--- src/common/hpm_pkg.sv ---
package hpm_pkg;

    // ----------------------------------------------------------------
    // strap decoding
    // ----------------------------------------------------------------
    typedef enum logic [2:0] {
        HPM_MODE_8080 = 3'h0,
        HPM_MODE_6800 = 3'h1,
        HPM_MODE_SPI3 = 3'h2,
        HPM_MODE_SPI4 = 3'h3,
        HPM_MODE_I2C  = 3'h4
    } hpm_mode_t;

    localparam logic [2:0] HPM_STRAP_RESET     = 3'h0;
    localparam int         HPM_STRAP_SETTLE    = 6;
    localparam logic [2:0] HPM_SETTLE_RESET    = 3'h0;

    // ----------------------------------------------------------------
    // pin field positions inside the synchroniser vector
    // ----------------------------------------------------------------
    localparam int HPM_SYNC_W      = 23;
    localparam int HPM_POS_DATA    = 0;
    localparam int HPM_POS_CS      = 16;
    localparam int HPM_POS_RD      = 17;
    localparam int HPM_POS_WR      = 18;
    localparam int HPM_POS_CD      = 19;
    localparam int HPM_POS_STRAP   = 20;
    // strobes idle high through the pull-ups; straps reset low
    localparam logic [22:0] HPM_SYNC_RESET = 23'h0f_0000;

    // ----------------------------------------------------------------
    // access sequencer
    // ----------------------------------------------------------------
    typedef enum logic [2:0] {
        HPM_ST_IDLE     = 3'h0,
        HPM_ST_RD_WAIT  = 3'h1,
        HPM_ST_RD_DRIVE = 3'h3,
        HPM_ST_WR_STB   = 3'h4,
        HPM_ST_WR_WAIT  = 3'h5
    } hpm_state_t;

    // one access toward the core; req is a one-cycle pulse
    typedef struct packed {
        logic        req;
        logic        write;
        logic        cmd_data_sel;
        logic [15:0] wdata;
    } hpm_access_t;

    localparam hpm_access_t HPM_ACCESS_RESET = '{1'b0, 1'b0, 1'b0, 16'h0000};

    // serial-mode reuse of the control pins as general-purpose inputs
    typedef struct packed {
        logic cmd_data_sel;
        logic wr_dir;
        logic rd_en;
        logic cs_n;
    } hpm_ctl_pins_t;

endpackage

--- src/logic/hpm_host_port.sv ---
`timescale 1ns/1ps
`default_nettype none

module hpm_host_port
    import hpm_pkg::*;
#(
    parameter int BUS_W = 16
) (
    input  wire logic          clk_sys,
    input  wire logic          rst_n,
    input  wire logic [2:0]    host_if_strap,
    input  wire logic          host_cs_n,
    input  wire logic          host_rd_en,
    input  wire logic          host_wr_dir,
    input  wire logic          cmd_data_sel,
    input  wire logic [15:0]   host_data_bus_i,
    output logic [15:0]        host_data_bus_o,
    output logic [15:0]        host_data_bus_oe,
    output logic               host_wait_n,
    output logic               host_int_n,
    input  wire logic          bus_16bit,
    output hpm_access_t        core_access,
    input  wire logic          core_ack,
    input  wire logic [15:0]   core_rdata,
    input  wire logic          core_int_req,
    output hpm_mode_t          host_mode,
    output logic               mode_valid,
    output logic               ext_int,
    output logic [7:0]         port_a_gpio_i,
    input  wire logic [7:0]    port_a_gpio_o,
    input  wire logic [7:0]    port_a_gpio_oe,
    output hpm_ctl_pins_t      port_b_gpio,
    output logic [7:0]         serial_pins_i,
    input  wire logic [7:0]    serial_pins_o,
    input  wire logic [7:0]    serial_pins_oe
);

    if (BUS_W != 16) begin : g_bad_width
        $error("hpm_host_port: only a 16-bit host data bus is supported");
    end

    // ----------------------------------------------------------------
    // decode helpers
    // ----------------------------------------------------------------
    function automatic hpm_mode_t decode_strap(input logic [2:0] s);
        hpm_mode_t m;
        m = HPM_MODE_8080;
        if (s[2:1] == 2'b00) begin
            m = HPM_MODE_8080;
        end else if (s[2:1] == 2'b01) begin
            m = HPM_MODE_6800;
        end else if (s == 3'b100) begin
            m = HPM_MODE_SPI3;
        end else if (s == 3'b101) begin
            m = HPM_MODE_SPI4;
        end else begin
            m = HPM_MODE_I2C;
        end
        return m;
    endfunction

    function automatic logic is_parallel(input hpm_mode_t m);
        return (m == HPM_MODE_8080) || (m == HPM_MODE_6800);
    endfunction

    // ----------------------------------------------------------------
    // pin synchroniser: three stages, a bit moves once stages 2 and 3 agree
    // ----------------------------------------------------------------
    logic [HPM_SYNC_W-1:0] sync1;
    logic [HPM_SYNC_W-1:0] sync2;
    logic [HPM_SYNC_W-1:0] sync3;
    logic [HPM_SYNC_W-1:0] pins;
    wire  [HPM_SYNC_W-1:0] pin_raw;
    wire  [HPM_SYNC_W-1:0] agree;
    wire  [HPM_SYNC_W-1:0] next_pins;

    assign pin_raw   = {host_if_strap, cmd_data_sel, host_wr_dir, host_rd_en, host_cs_n,
                        host_data_bus_i};
    assign agree     = ~(sync2 ^ sync3);
    assign next_pins = (sync3 & agree) | (pins & ~agree);

    always_ff @(posedge clk_sys) begin
        if (!rst_n) begin
            sync1 <= HPM_SYNC_RESET;
            sync2 <= HPM_SYNC_RESET;
            sync3 <= HPM_SYNC_RESET;
            pins  <= HPM_SYNC_RESET;
        end else begin
            sync1 <= pin_raw;
            sync2 <= sync1;
            sync3 <= sync2;
            pins  <= next_pins;
        end
    end

    wire [15:0] pin_data = pins[HPM_POS_DATA +: 16];
    wire        pin_cs_n = pins[HPM_POS_CS];
    wire        pin_rd   = pins[HPM_POS_RD];
    wire        pin_wr   = pins[HPM_POS_WR];
    wire        pin_cd   = pins[HPM_POS_CD];
    wire [2:0]  pin_strp = pins[HPM_POS_STRAP +: 3];

    // ----------------------------------------------------------------
    // strap capture after reset release, once the filter has settled
    // ----------------------------------------------------------------
    logic [2:0] settle_cnt;
    wire        settle_done = (settle_cnt == 3'(HPM_STRAP_SETTLE));

    always_ff @(posedge clk_sys) begin
        if (!rst_n) begin
            settle_cnt <= HPM_SETTLE_RESET;
            mode_valid <= 1'b0;
            host_mode  <= HPM_MODE_8080;
        end else if (!mode_valid) begin
            settle_cnt <= settle_cnt + 3'h1;
            if (settle_done) begin
                mode_valid <= 1'b1;
                host_mode  <= decode_strap(pin_strp);
            end
        end
    end

    // ----------------------------------------------------------------
    // strobe decode
    // ----------------------------------------------------------------
    wire par     = mode_valid && is_parallel(host_mode);
    wire m8080   = host_mode == HPM_MODE_8080;
    wire cs_ok   = par && !pin_cs_n;
    // 8080: separate active-low strobes; 6800: enable high, direction picks
    wire rd_act  = cs_ok && (m8080 ? !pin_rd : (pin_rd && pin_wr));
    wire wr_act  = cs_ok && (m8080 ? !pin_wr : (pin_rd && !pin_wr));
    wire wide    = bus_16bit && par;

    // ----------------------------------------------------------------
    // access sequencer
    // ----------------------------------------------------------------
    hpm_state_t  state;
    hpm_state_t  next_state;
    logic [15:0] rd_hold;
    logic [15:0] wr_hold;
    logic        cd_hold;

    always_comb begin
        next_state = state;
        case (state)
            HPM_ST_IDLE: begin
                if (rd_act) begin
                    next_state = HPM_ST_RD_WAIT;
                end else if (wr_act) begin
                    next_state = HPM_ST_WR_STB;
                end
            end
            HPM_ST_RD_WAIT: begin
                if (core_ack) begin
                    next_state = rd_act ? HPM_ST_RD_DRIVE : HPM_ST_IDLE;
                end
            end
            HPM_ST_RD_DRIVE: begin
                if (!rd_act) begin
                    next_state = HPM_ST_IDLE;
                end
            end
            HPM_ST_WR_STB: begin
                if (pin_cs_n) begin
                    next_state = HPM_ST_IDLE;
                end else if (!wr_act) begin
                    next_state = HPM_ST_WR_WAIT;
                end
            end
            HPM_ST_WR_WAIT: begin
                if (core_ack) begin
                    next_state = HPM_ST_IDLE;
                end
            end
            default: begin
                next_state = HPM_ST_IDLE;
            end
        endcase
    end

    wire start_rd = (state == HPM_ST_IDLE) && rd_act;
    wire end_wr   = (state == HPM_ST_WR_STB) && !pin_cs_n && !wr_act;
    wire take_rd  = (state == HPM_ST_RD_WAIT) && core_ack;
    wire [15:0] rd_word = wide ? core_rdata : {8'h00, core_rdata[7:0]};

    always_ff @(posedge clk_sys) begin
        if (!rst_n) begin
            state   <= HPM_ST_IDLE;
            rd_hold <= 16'h0000;
            wr_hold <= 16'h0000;
            cd_hold <= 1'b0;
        end else begin
            state <= next_state;
            if (take_rd) begin
                rd_hold <= rd_word;
            end
            // keep sampling while the strobe is held so the last value wins
            if (next_state == HPM_ST_WR_STB && wr_act) begin
                wr_hold <= wide ? pin_data : {8'h00, pin_data[7:0]};
                cd_hold <= pin_cd;
            end
        end
    end

    // one request per host cycle, raised on entry to the wait state
    always_ff @(posedge clk_sys) begin
        if (!rst_n) begin
            core_access <= HPM_ACCESS_RESET;
        end else begin
            core_access.req <= start_rd || end_wr;
            if (start_rd) begin
                core_access.write        <= 1'b0;
                core_access.cmd_data_sel <= pin_cd;
            end else if (end_wr) begin
                core_access.write        <= 1'b1;
                core_access.cmd_data_sel <= cd_hold;
                core_access.wdata        <= wr_hold;
            end
        end
    end

    // ----------------------------------------------------------------
    // host-side outputs and pin sharing
    // ----------------------------------------------------------------
    wire        stall     = (next_state == HPM_ST_RD_WAIT) || (next_state == HPM_ST_WR_WAIT);
    wire        drive     = next_state == HPM_ST_RD_DRIVE;
    wire [7:0]  lo_oe     = par ? {8{drive}} : serial_pins_oe;
    wire [7:0]  lo_o      = par ? (take_rd ? rd_word[7:0] : rd_hold[7:0]) : serial_pins_o;
    wire [7:0]  hi_oe     = wide ? {8{drive}} : port_a_gpio_oe;
    wire [7:0]  hi_o      = wide ? (take_rd ? rd_word[15:8] : rd_hold[15:8]) : port_a_gpio_o;
    wire        serial    = mode_valid && !is_parallel(host_mode);

    always_ff @(posedge clk_sys) begin
        if (!rst_n) begin
            host_data_bus_o  <= 16'h0000;
            host_data_bus_oe <= 16'h0000;
            host_wait_n      <= 1'b1;
            host_int_n       <= 1'b1;
            ext_int          <= 1'b0;
            port_a_gpio_i    <= 8'h00;
            port_b_gpio      <= '0;
            serial_pins_i    <= 8'h00;
        end else begin
            host_data_bus_o  <= {hi_o, lo_o};
            host_data_bus_oe <= {hi_oe, lo_oe};
            host_wait_n      <= !stall;
            host_int_n       <= !core_int_req;
            // the lowest strap bit is free once the parallel mode is known
            ext_int          <= par && pin_strp[0];
            port_a_gpio_i    <= wide ? 8'h00 : pin_data[15:8];
            port_b_gpio      <= serial ? {pin_cd, pin_wr, pin_rd, pin_cs_n} : '0;
            serial_pins_i    <= serial ? pin_data[7:0] : 8'h00;
        end
    end

endmodule

`default_nettype wire

--- config.mk ---
export PLATFORM = sky130hd
export DESIGN_NAME = hpm_host_port
export DESIGN_NICKNAME = d
export VERILOG_FILES = /design/src/common/hpm_pkg.sv /design/src/logic/hpm_host_port.sv
export SDC_FILE = /design/constraint.sdc
export NUM_CORES = 1
export LEC_CHECK = 0
export ABC_AREA = 1
export BUFFER_PORTS_ARGS = -buffer_cell sky130_fd_sc_hd__buf_2
export CAP_MARGIN = 20
export CORE_ASPECT_RATIO = 1.5
export CORE_MARGIN = 1.5
export CORE_UTILIZATION = 40
export DETAILED_ROUTE_END_ITERATION = 6
export GPL_TIMING_DRIVEN = 0
export SLEW_MARGIN = 20
export SYNTH_ARGS = -nofsm -noshare
export SYNTH_HDL_FRONTEND = slang
export SYNTH_SLANG_ARGS = --single-unit
--- constraint.sdc ---
create_clock -name clk_sys -period 1.6 [get_ports clk_sys]
set_clock_uncertainty 0.15 [all_clocks]
set_input_delay 0.32 -clock clk_sys [delete_from_list [all_inputs] [get_ports clk_sys]]
set_output_delay 0.32 -clock clk_sys [all_outputs]
set_load 0.01 [all_outputs]
==> qor.yml, run 1 <==
row_count: 59
seq_area_um2: 4194
vias: 5991
htree_levels: 1
first_pass_iters: 5
die_x_um: 111.0
synth_seq_cells: 209
setup-violations-final: 70
clock.fmax_mhz: 534.1
multi_input_area_um2: 2414
ctsRootBufferMaster: "clkbuf_16"
cpLargestDelayFamily: "simple AND/OR/NAND/NOR gates"
critPathKind: "reg2reg"
hpwl_um: 11400
start_kind: "register"
drt_iter0_markers: 351
final_cells: 1344
worstPathMaxFanout: 5
outcome: "finished with violations"
diodes: 0
worstPathArrival_ns: 2.11
leakagePower_uw: 0.004965
synthesis.nets: 925
grt_overflow_total: 0
layout-drive-gt1-share: 0.2803
antenna_left: 0
via_per_inst: 4.458
period_minus_slack_ns: 1.872
hold_viol: 0
cts_tree: "built"
required_ns: 1.83
final_cell_mix: "dfxtp_1, nand2_1, buf_2, inv_1, nor2_1"
synthCells: 847
critPathBufInv: 1
slowest_delay_ns: 0.35
insertion_delay_ns: 0.48
cts_sinks: 209
p_per_area_nw_per_um2: 1066
postLayoutCellArea_um2: 9961
cpMostUsedCell: "nand2_4"
maxCapViolCount: 0
ys.flop_type: "dfxtp_1"
grt_usage: 0.1783
wirelength_um: 17180
initial_core_util: 0.4053
cts.clk_slew.worst_paths_ns: 0.07
drc: 0
die-height_um: 165.0
grt_pass1_wl_um: 26410
routedWlPerCell_um: 12.78
dieArea_um2: 18320
slew_viol_final: 0
antenna_found_initial: 0
endpoint_kind: "register"
slew_headroom: 0.6216
synth.largest_area_cell: "dfxtp_1"
io_buffer_count: 152
vdd_ir_drop_max_mv: 0.9696
gp_congestion: 0.7980
grt_pass1_vias: 5495
post-route-period-util: 1.170
io_pins: 154
yosys_warnings: 0
rsz0062_at_grt: "true"
syn2layout_area_growth_pct: 42.29
cts_max_path_buffers: 3
synth_top_area_frac: 0.5977
mostFrequentLayoutCell: "dfxtp_1"
synth-edff-count: 0
synth_area_leaders: "dfxtp_1, nand2_1, inv_1, a21oi_1, nor2_1"
dp_cells: 1212
violations: "negative setup slack"
nFillCells: 1543
avgSynthCellArea_um2: 8.265
netlist_area_um2: 7000
ys_types: 27
seq_area_frac_synth: 0.5977
async_flop_share: 0
layout_setup_ws_ns: -0.2723
coreArea_um2: 17270
final_nets: 1198
dpl_worst_slack_ns: -0.6374
place_area_um2: 8034
grt_start_max_net_pins: 16
worstMarginPinSlew_ns: 0.5677
tns_ns: -11.55
hold_path_class: "in2reg"
numCtsBuffers: 20
cp_cell_sequence: "nor2_4 > nand2_4 > nor2_8 > nand3_2 > nand2_4 > nand2_4 > nor2_8 > clkbuf_16 > nand3_1 > nand2_1 > nor2_1"
cpMaxStageDelayCell: "dfxtp_2"
[per-layer routing]
layer / track usage / wire length (µm) / vias to the layer above
li1: - / - / 3158
met1: 0.1920 / 6543 / 2640
met2: 0.3502 / 9368 / 164
met3: 0.02826 / 822 / 29
met4: 0.06387 / 450 / 0
met5: 0 / 0 / -
[worst reg2reg max path, delay by kind of cell, from the launching register on]
family / cells / cell delay (ns)
DFF: 1 / 0.35
and+or+nand+nor: 10 / 1.09
buffers and inverters: 1 / 0.18
[power breakdown]
group / leakage [µW] / switching [µW] / total, µW / internal, µW
registers: 0.00171 / 46.3 / 5380 / 5330
clock network: 0.000330 / 1890 / 4670 / 2780
logic: 0.00293 / 281 / 574 / 293
[layout make-up]
type                       instances  share of cell area
inverter                         117             0.04535
multi-input combinational        486              0.2423
tap                              213             0.02676
timing repair buffer             249              0.1733
clock inverter                     6            0.006281
buffer                            36             0.02412
sequential                       209              0.4211
timing repair inverter             1           0.0007537
clock buffer                      27             0.06004
[metrics by stage]
step / util / hold WS [ns] / total power, µW
after global routing: 0.5766 / 0.02679 / 11040
after floorplan: - / 0.2319 / 5717
after CTS: 0.5594 / 0.005119 / 10740
after global placement: 0.4651 / 0.2452 / 5920
after detailed placement: 0.4651 / 0.2460 / 5925
final: 0.5766 / 0.01916 / 10620
[synthesized netlist by cell type (2+ instances only)]
master	count
a21oi_1	85
a21oi_2	4
buf_1	5
buf_2	2
buf_6	4
clkbuf_1	24
dfxtp_1	209
ha_1	2
inv_1	115
inv_2	2
nand2_1	186
nand2_4	5
nand3_1	27
nand3_2	2
nand4_1	2
nor2_1	99
nor2_8	2
nor3_1	3
o21ai_0	50
or2_2	12
[cell families after synthesis]
logic type / synth area share
compound gates: 0.1042
fa+ha+maj: 0.003574
buf+inv: 0.08722
flops: 0.5977
simple gates: 0.2073
[what timing repair did]
| action | in CTS | in global routing |
|---|---|---|
| endpoints found under the hold margin | 70 | 0 |
| cloned | 3 | 2 |
| resized for setup | 63 | 57 |
| buffers inserted | 19 | 12 |
| hold buffers | 63 | 0 |
| pin swaps | 8 | 18 |
| endpoints found under the setup margin | 86 | 138 |
[worst paths after layout]
check | from | endpoint | slack (ns) | cells after the start
max | host_mode[1] | wr_hold[12] | -0.27 | 11
min | serial_pins_o[0] | host_data_bus_o[0] | 0.02 | 5
max reg2reg | host_mode[1] | wr_hold[12] | -0.27 | 11
min reg2reg | sync1[17] | sync2[17] | 0.26 | 1
(Power assumes the default switching activity.)
==> inputs of run 2 (changes only) <==
==> constraint.sdc (replaced) <==
create_clock -name clk_sys -period 1.7 [get_ports clk_sys]
set_clock_uncertainty 0.15 [all_clocks]
set_input_delay 0.34 -clock clk_sys [delete_from_list [all_inputs] [get_ports clk_sys]]
set_output_delay 0.34 -clock clk_sys [all_outputs]
set_load 0.005 [all_outputs]
==> qor.yml, run 2 (synthesis results as in run 1) <==
worstMarginPinSlew_ns: 0.6622
die-height_um: 165.0
mostFrequentLayoutCell: "dfxtp_1"
antenna_left: 0
grt_pass1_wl_um: 26520
leakagePower_uw: 0.004865
critPathKind: "reg2reg"
vias: 5928
endpoint_kind: "register"
hold_path_class: "in2reg"
r2r_slack_ns: -0.11
cts_max_path_buffers: 3
outcome: "finished with violations"
grt_overflow_total: 0
htree_levels: 1
clock.fmax_mhz: 551.4
grt_start_max_net_pins: 15
io_pins: 154
p_per_area_nw_per_um2: 1005
final_nets: 1185
diodes: 0
vdd_ir_drop_max_mv: 0.7772
cpLargestDelayFamily: "simple AND/OR/NAND/NOR gates"
gp_congestion: 0.8102
slew_headroom: 0.5585
hpwl_um: 11480
cts.clk_slew.worst_paths_ns: 0.06
antenna_found_initial: 0
reg2regPathDepth: 11
layout_setup_ws_ns: -0.1136
first_pass_iters: 5
required_ns: 1.93
wirelength_um: 16740
layout-drive-gt1-share: 0.2601
grt_usage: 0.1782
hold_viol: 0
row_count: 59
cpMostUsedCell: "nor2_8"
worstHoldStart: "serial_pins_o[4]"
cpMaxStageDelayCell: "dfxtp_2"
grt_pass1_vias: 5703
cp_cell_sequence: "nor2_4 > nand2_4 > nor2_8 > nand4_1 > buf_6 > nand2_8 > nor2_8 > buf_12 > buf_16 > a21oi_2 > nor2_1"
insertion_delay_ns: 0.48
cts_tree: "built"
maxCapViolCount: 0
drc: 0
die_x_um: 111.0
drt_iter0_markers: 263
critPathBufInv: 3
slowest_delay_ns: 0.34
r2r-end: "cd_hold"
fin_hold_ws_ns: 0.04473
slew_viol_final: 0
io_buffer_count: 152
worstPathArrival_ns: 2.04
violations: "negative setup slack"
post-route-period-util: 1.067
numCtsBuffers: 20
worstPathMaxFanout: 5
dieArea_um2: 18320
syn2layout_area_growth_pct: 39.68
ctsRootBufferMaster: "clkbuf_16"
start_kind: "register"
timing.rr.start: "host_mode[2]"
setup-violations-final: 27
routedWlPerCell_um: 12.56
final_util: 0.5661
holdPathEnd: "host_data_bus_o[4]"
total_power_uw: 9824
final_cell_mix: "dfxtp_1, nand2_1, buf_2, inv_1, nor2_1"
hold_path_depth: 5
coreArea_um2: 17270
cts_sinks: 209
initial_core_util: 0.4053
rsz0062_at_grt: "true"
period_minus_slack_ns: 1.814
via_per_inst: 4.450
run 2: cell count changes in the layout (fill, tap and decap cells not counted), sizes merged:
cell	change
buf	-8
bufinv	-1
clkinv	-2
inv	-1
run 2: worst max path at each step:
stage                     slack [ns]              endpoint          from  cells past startpoint
after CTS                      -0.15            wr_hold[7]  host_mode[1]                     12
final                          -0.11               cd_hold  host_mode[2]                     11
after floorplan                 0.03           wr_hold[12]  host_mode[2]                     11
after global placement         -0.57  host_data_bus_oe[14]  host_mode[1]                      6
after global routing           -0.23            wr_hold[4]  host_mode[2]                     11
after detailed placement       -0.60  host_data_bus_oe[10]    mode_valid                      5
run 2: cell type report:
| type | count | area (µm²) |
|---|---|---|
| tap | 213 | 266.5 |
| sequential | 209 | 4192 |
| multi-input combinational | 486 | 2400 |
| clock inverter | 3 | 21.27 |
| clock buffer | 31 | 613.1 |
| buffer | 36 | 226.5 |
| fill | 1566 | 7496 |
| inverter | 117 | 446.7 |
| timing repair buffer | 237 | 1613 |
run 2: through the flow:
stage                     std cells  setup WS, ns  cell area (µm²)  setup TNS [ns]
after global routing           1332       -0.2300             9778          -5.594
after CTS                      1324       -0.1494             9615          -3.257
final                          1332       -0.1136             9778          -1.563
after floorplan                 847       0.02921             7000               0
after global placement         1212       -0.5655             8028          -32.80
after detailed placement       1212       -0.6048             8028          -33.39
run 2: what timing repair did:
action / in CTS / in global routing
setup endpoints to repair: 86 / 75
endpoints found under the hold margin: 63 / 0
gates cloned: 2 / 0
buffers inserted: 13 / 8
hold buffers: 63 / 0
pin swaps: 8 / 10
resized for setup: 48 / 45
run 2: worst min-delay path, delay by kind of cell:
| family | cells | cell delay, ns |
|---|---|---|
| AO/OA/AOI/OAI | 2 | 0.11 |
| buffers and inverters | 3 | 0.18 |
run 2: metal layers:
metal / vias to the layer above / wire (µm) / GRT usage
met5: - / 0 / 0
met4: 0 / 465 / 0.06157
met3: 33 / 758 / 0.02826
met2: 159 / 8799 / 0.3538
met1: 2607 / 6711 / 0.1896
li1: 3129 / - / -
run 2: where the power goes:
part,internal [µW],switching (µW),total (µW)
Clock,2480,1770,4250
Combinational,273,241,514
Sequential,5020,44.3,5060
Total,7770,2060,9820
==> inputs of run 3 (changes only) <==
Settings changed: SKIP_LAST_GASP set to 1.
Clock period 1.7 ns to 2.1 ns, I/O delays scaled along.
==> qor.yml, run 3 (synthesis results as in run 1) <==
antenna_left: 0
gp_congestion: 0.8102
drt_iter0_markers: 242
p_int_uw: 6238
via_per_inst: 4.434
cpMaxStageDelayCell: "dfxtp_1"
outcome: "complete, no violations"
slew_headroom: 0.5852
dpl_worst_slack_ns: -0.2048
hpwl_um: 11480
post-route-period-util: 0.9218
cts_sinks: 209
total_power_uw: 7885
hold_path_class: "in2reg"
start_kind: "register"
maxCapViolCount: 0
cts.clk_slew.worst_paths_ns: 0.06
antenna_found_initial: 0
clock.fmax_mhz: 516.6
initial_core_util: 0.4053
routedWlPerCell_um: 12.21
slew_viol_final: 0
htree_levels: 1
ctsRootBufferMaster: "clkbuf_16"
clock_power_share: 0.436
syn2layout_area_growth_pct: 27.42
slowest_delay_ns: 0.51
cts_max_path_buffers: 3
p_sw_frac: 0.2088
io_buffer_count: 152
pwr-share-seq: 0.520
cp_cell_sequence: "nand3_1 > inv_1 > buf_2 > nand3_2 > nand2_1"
final_nets: 1123
grt_pass1_wl_um: 24940
first_pass_iters: 4
coreArea_um2: 17270
die-height_um: 165.0
vdd_ir_drop_max_mv: 0.5873
tns_ns: 0
p_per_area_nw_per_um2: 883.9
grt_pass1_vias: 5270
dieArea_um2: 18320
period_minus_slack_ns: 1.936
grt_start_max_net_pins: 15
diodes: 0
row_count: 59
worstMarginPinSlew_ns: 0.6221
setup-violations-final: 0
switchingPower_uw: 1646
insertion_delay_ns: 0.48
critPathKind: "reg2reg"
vias: 5631
drc: 0
numCtsBuffers: 20
cts_setup_buffers: 0
final_cell_mix: "dfxtp_1, nand2_1, buf_2, inv_1, nor2_1"
rsz0062_at_grt: "false"
leakagePower_uw: 0.004511
layout_setup_ws_ns: 0.1642
place_area_um2: 8028
io_pins: 154
wirelength_um: 15510
mostFrequentLayoutCell: "dfxtp_1"
hold_viol: 0
grt_usage: 0.1675
grt_overflow_total: 0
die_x_um: 111.0
p_comb_frac: 0.044
postLayoutCellArea_um2: 8920
cts_tree: "built"
worstPathArrival_ns: 2.20
layout-drive-gt1-share: 0.2081
worstPathMaxFanout: 10
endpoint_kind: "register"
required_ns: 2.37
fin_hold_ws_ns: 0.01108
[run 3: path summary, 6_finish.rpt]
kind                                         from              endpoint  slack [ns]  depth (start not counted)
worst min register to register          sync1[19]             sync2[19]        0.26                          1
worst min-delay path            port_a_gpio_oe[1]   host_data_bus_oe[9]        0.01                          3
worst max register to register         mode_valid  host_data_bus_oe[10]        0.16                          5
worst max-delay path                   mode_valid  host_data_bus_oe[10]        0.16                          5
[run 3: layout make-up]
cell class / count / area [µm²]
Fill cell: 1687 / 8354
Sequential cell: 209 / 4184
Multi-Input combinational cell: 485 / 2216
Timing Repair Buffer: 177 / 1011
Clock buffer: 31 / 613.1
Inverter: 117 / 439.2
Tap cell: 213 / 266.5
Buffer: 35 / 168.9
Clock inverter: 3 / 21.27
[run 3: per-layer routing]
layer,GRT usage,vias to the layer above,routed length (µm)
li1,-,2999,-
met1,0.1809,2458,6366
met2,0.3232,147,7976
met3,0.03046,27,776
met4,0.06444,0,388
met5,0,-,0
[run 3: worst max-delay path: cells and delay by family (launching register included)]
family / cells / cell delay, ns
buffers and inverters: 2 / 0.54
flip-flops: 1 / 0.51
AND/OR/NAND/NOR: 3 / 0.68
[run 3: power by group through the flow]
stage               clock [µW]  sequential (µW)  combinational [µW]
finish                    3440             4100                 346
global placement             0             4180                 312
CTS                       3540             4100                 352
detailed placement           0             4190                 315
floorplan                    0             4190                 155
global route              3690             4100                 396
[run 3: through the flow]
stage	cells	utilization
floorplan	847	-
global placement	1212	0.4647
detailed placement	1212	0.4647
CTS	1271	0.5163
global route	1270	0.5164
finish	1270	0.5164
[run 3: repair_timing]
action / CTS / global route
hold endpoints to repair: 25 / 0
gates cloned: 0 / 0
setup endpoints to repair: 8 / 23
resized for setup: 2 / 2
hold buffers: 25 / 0
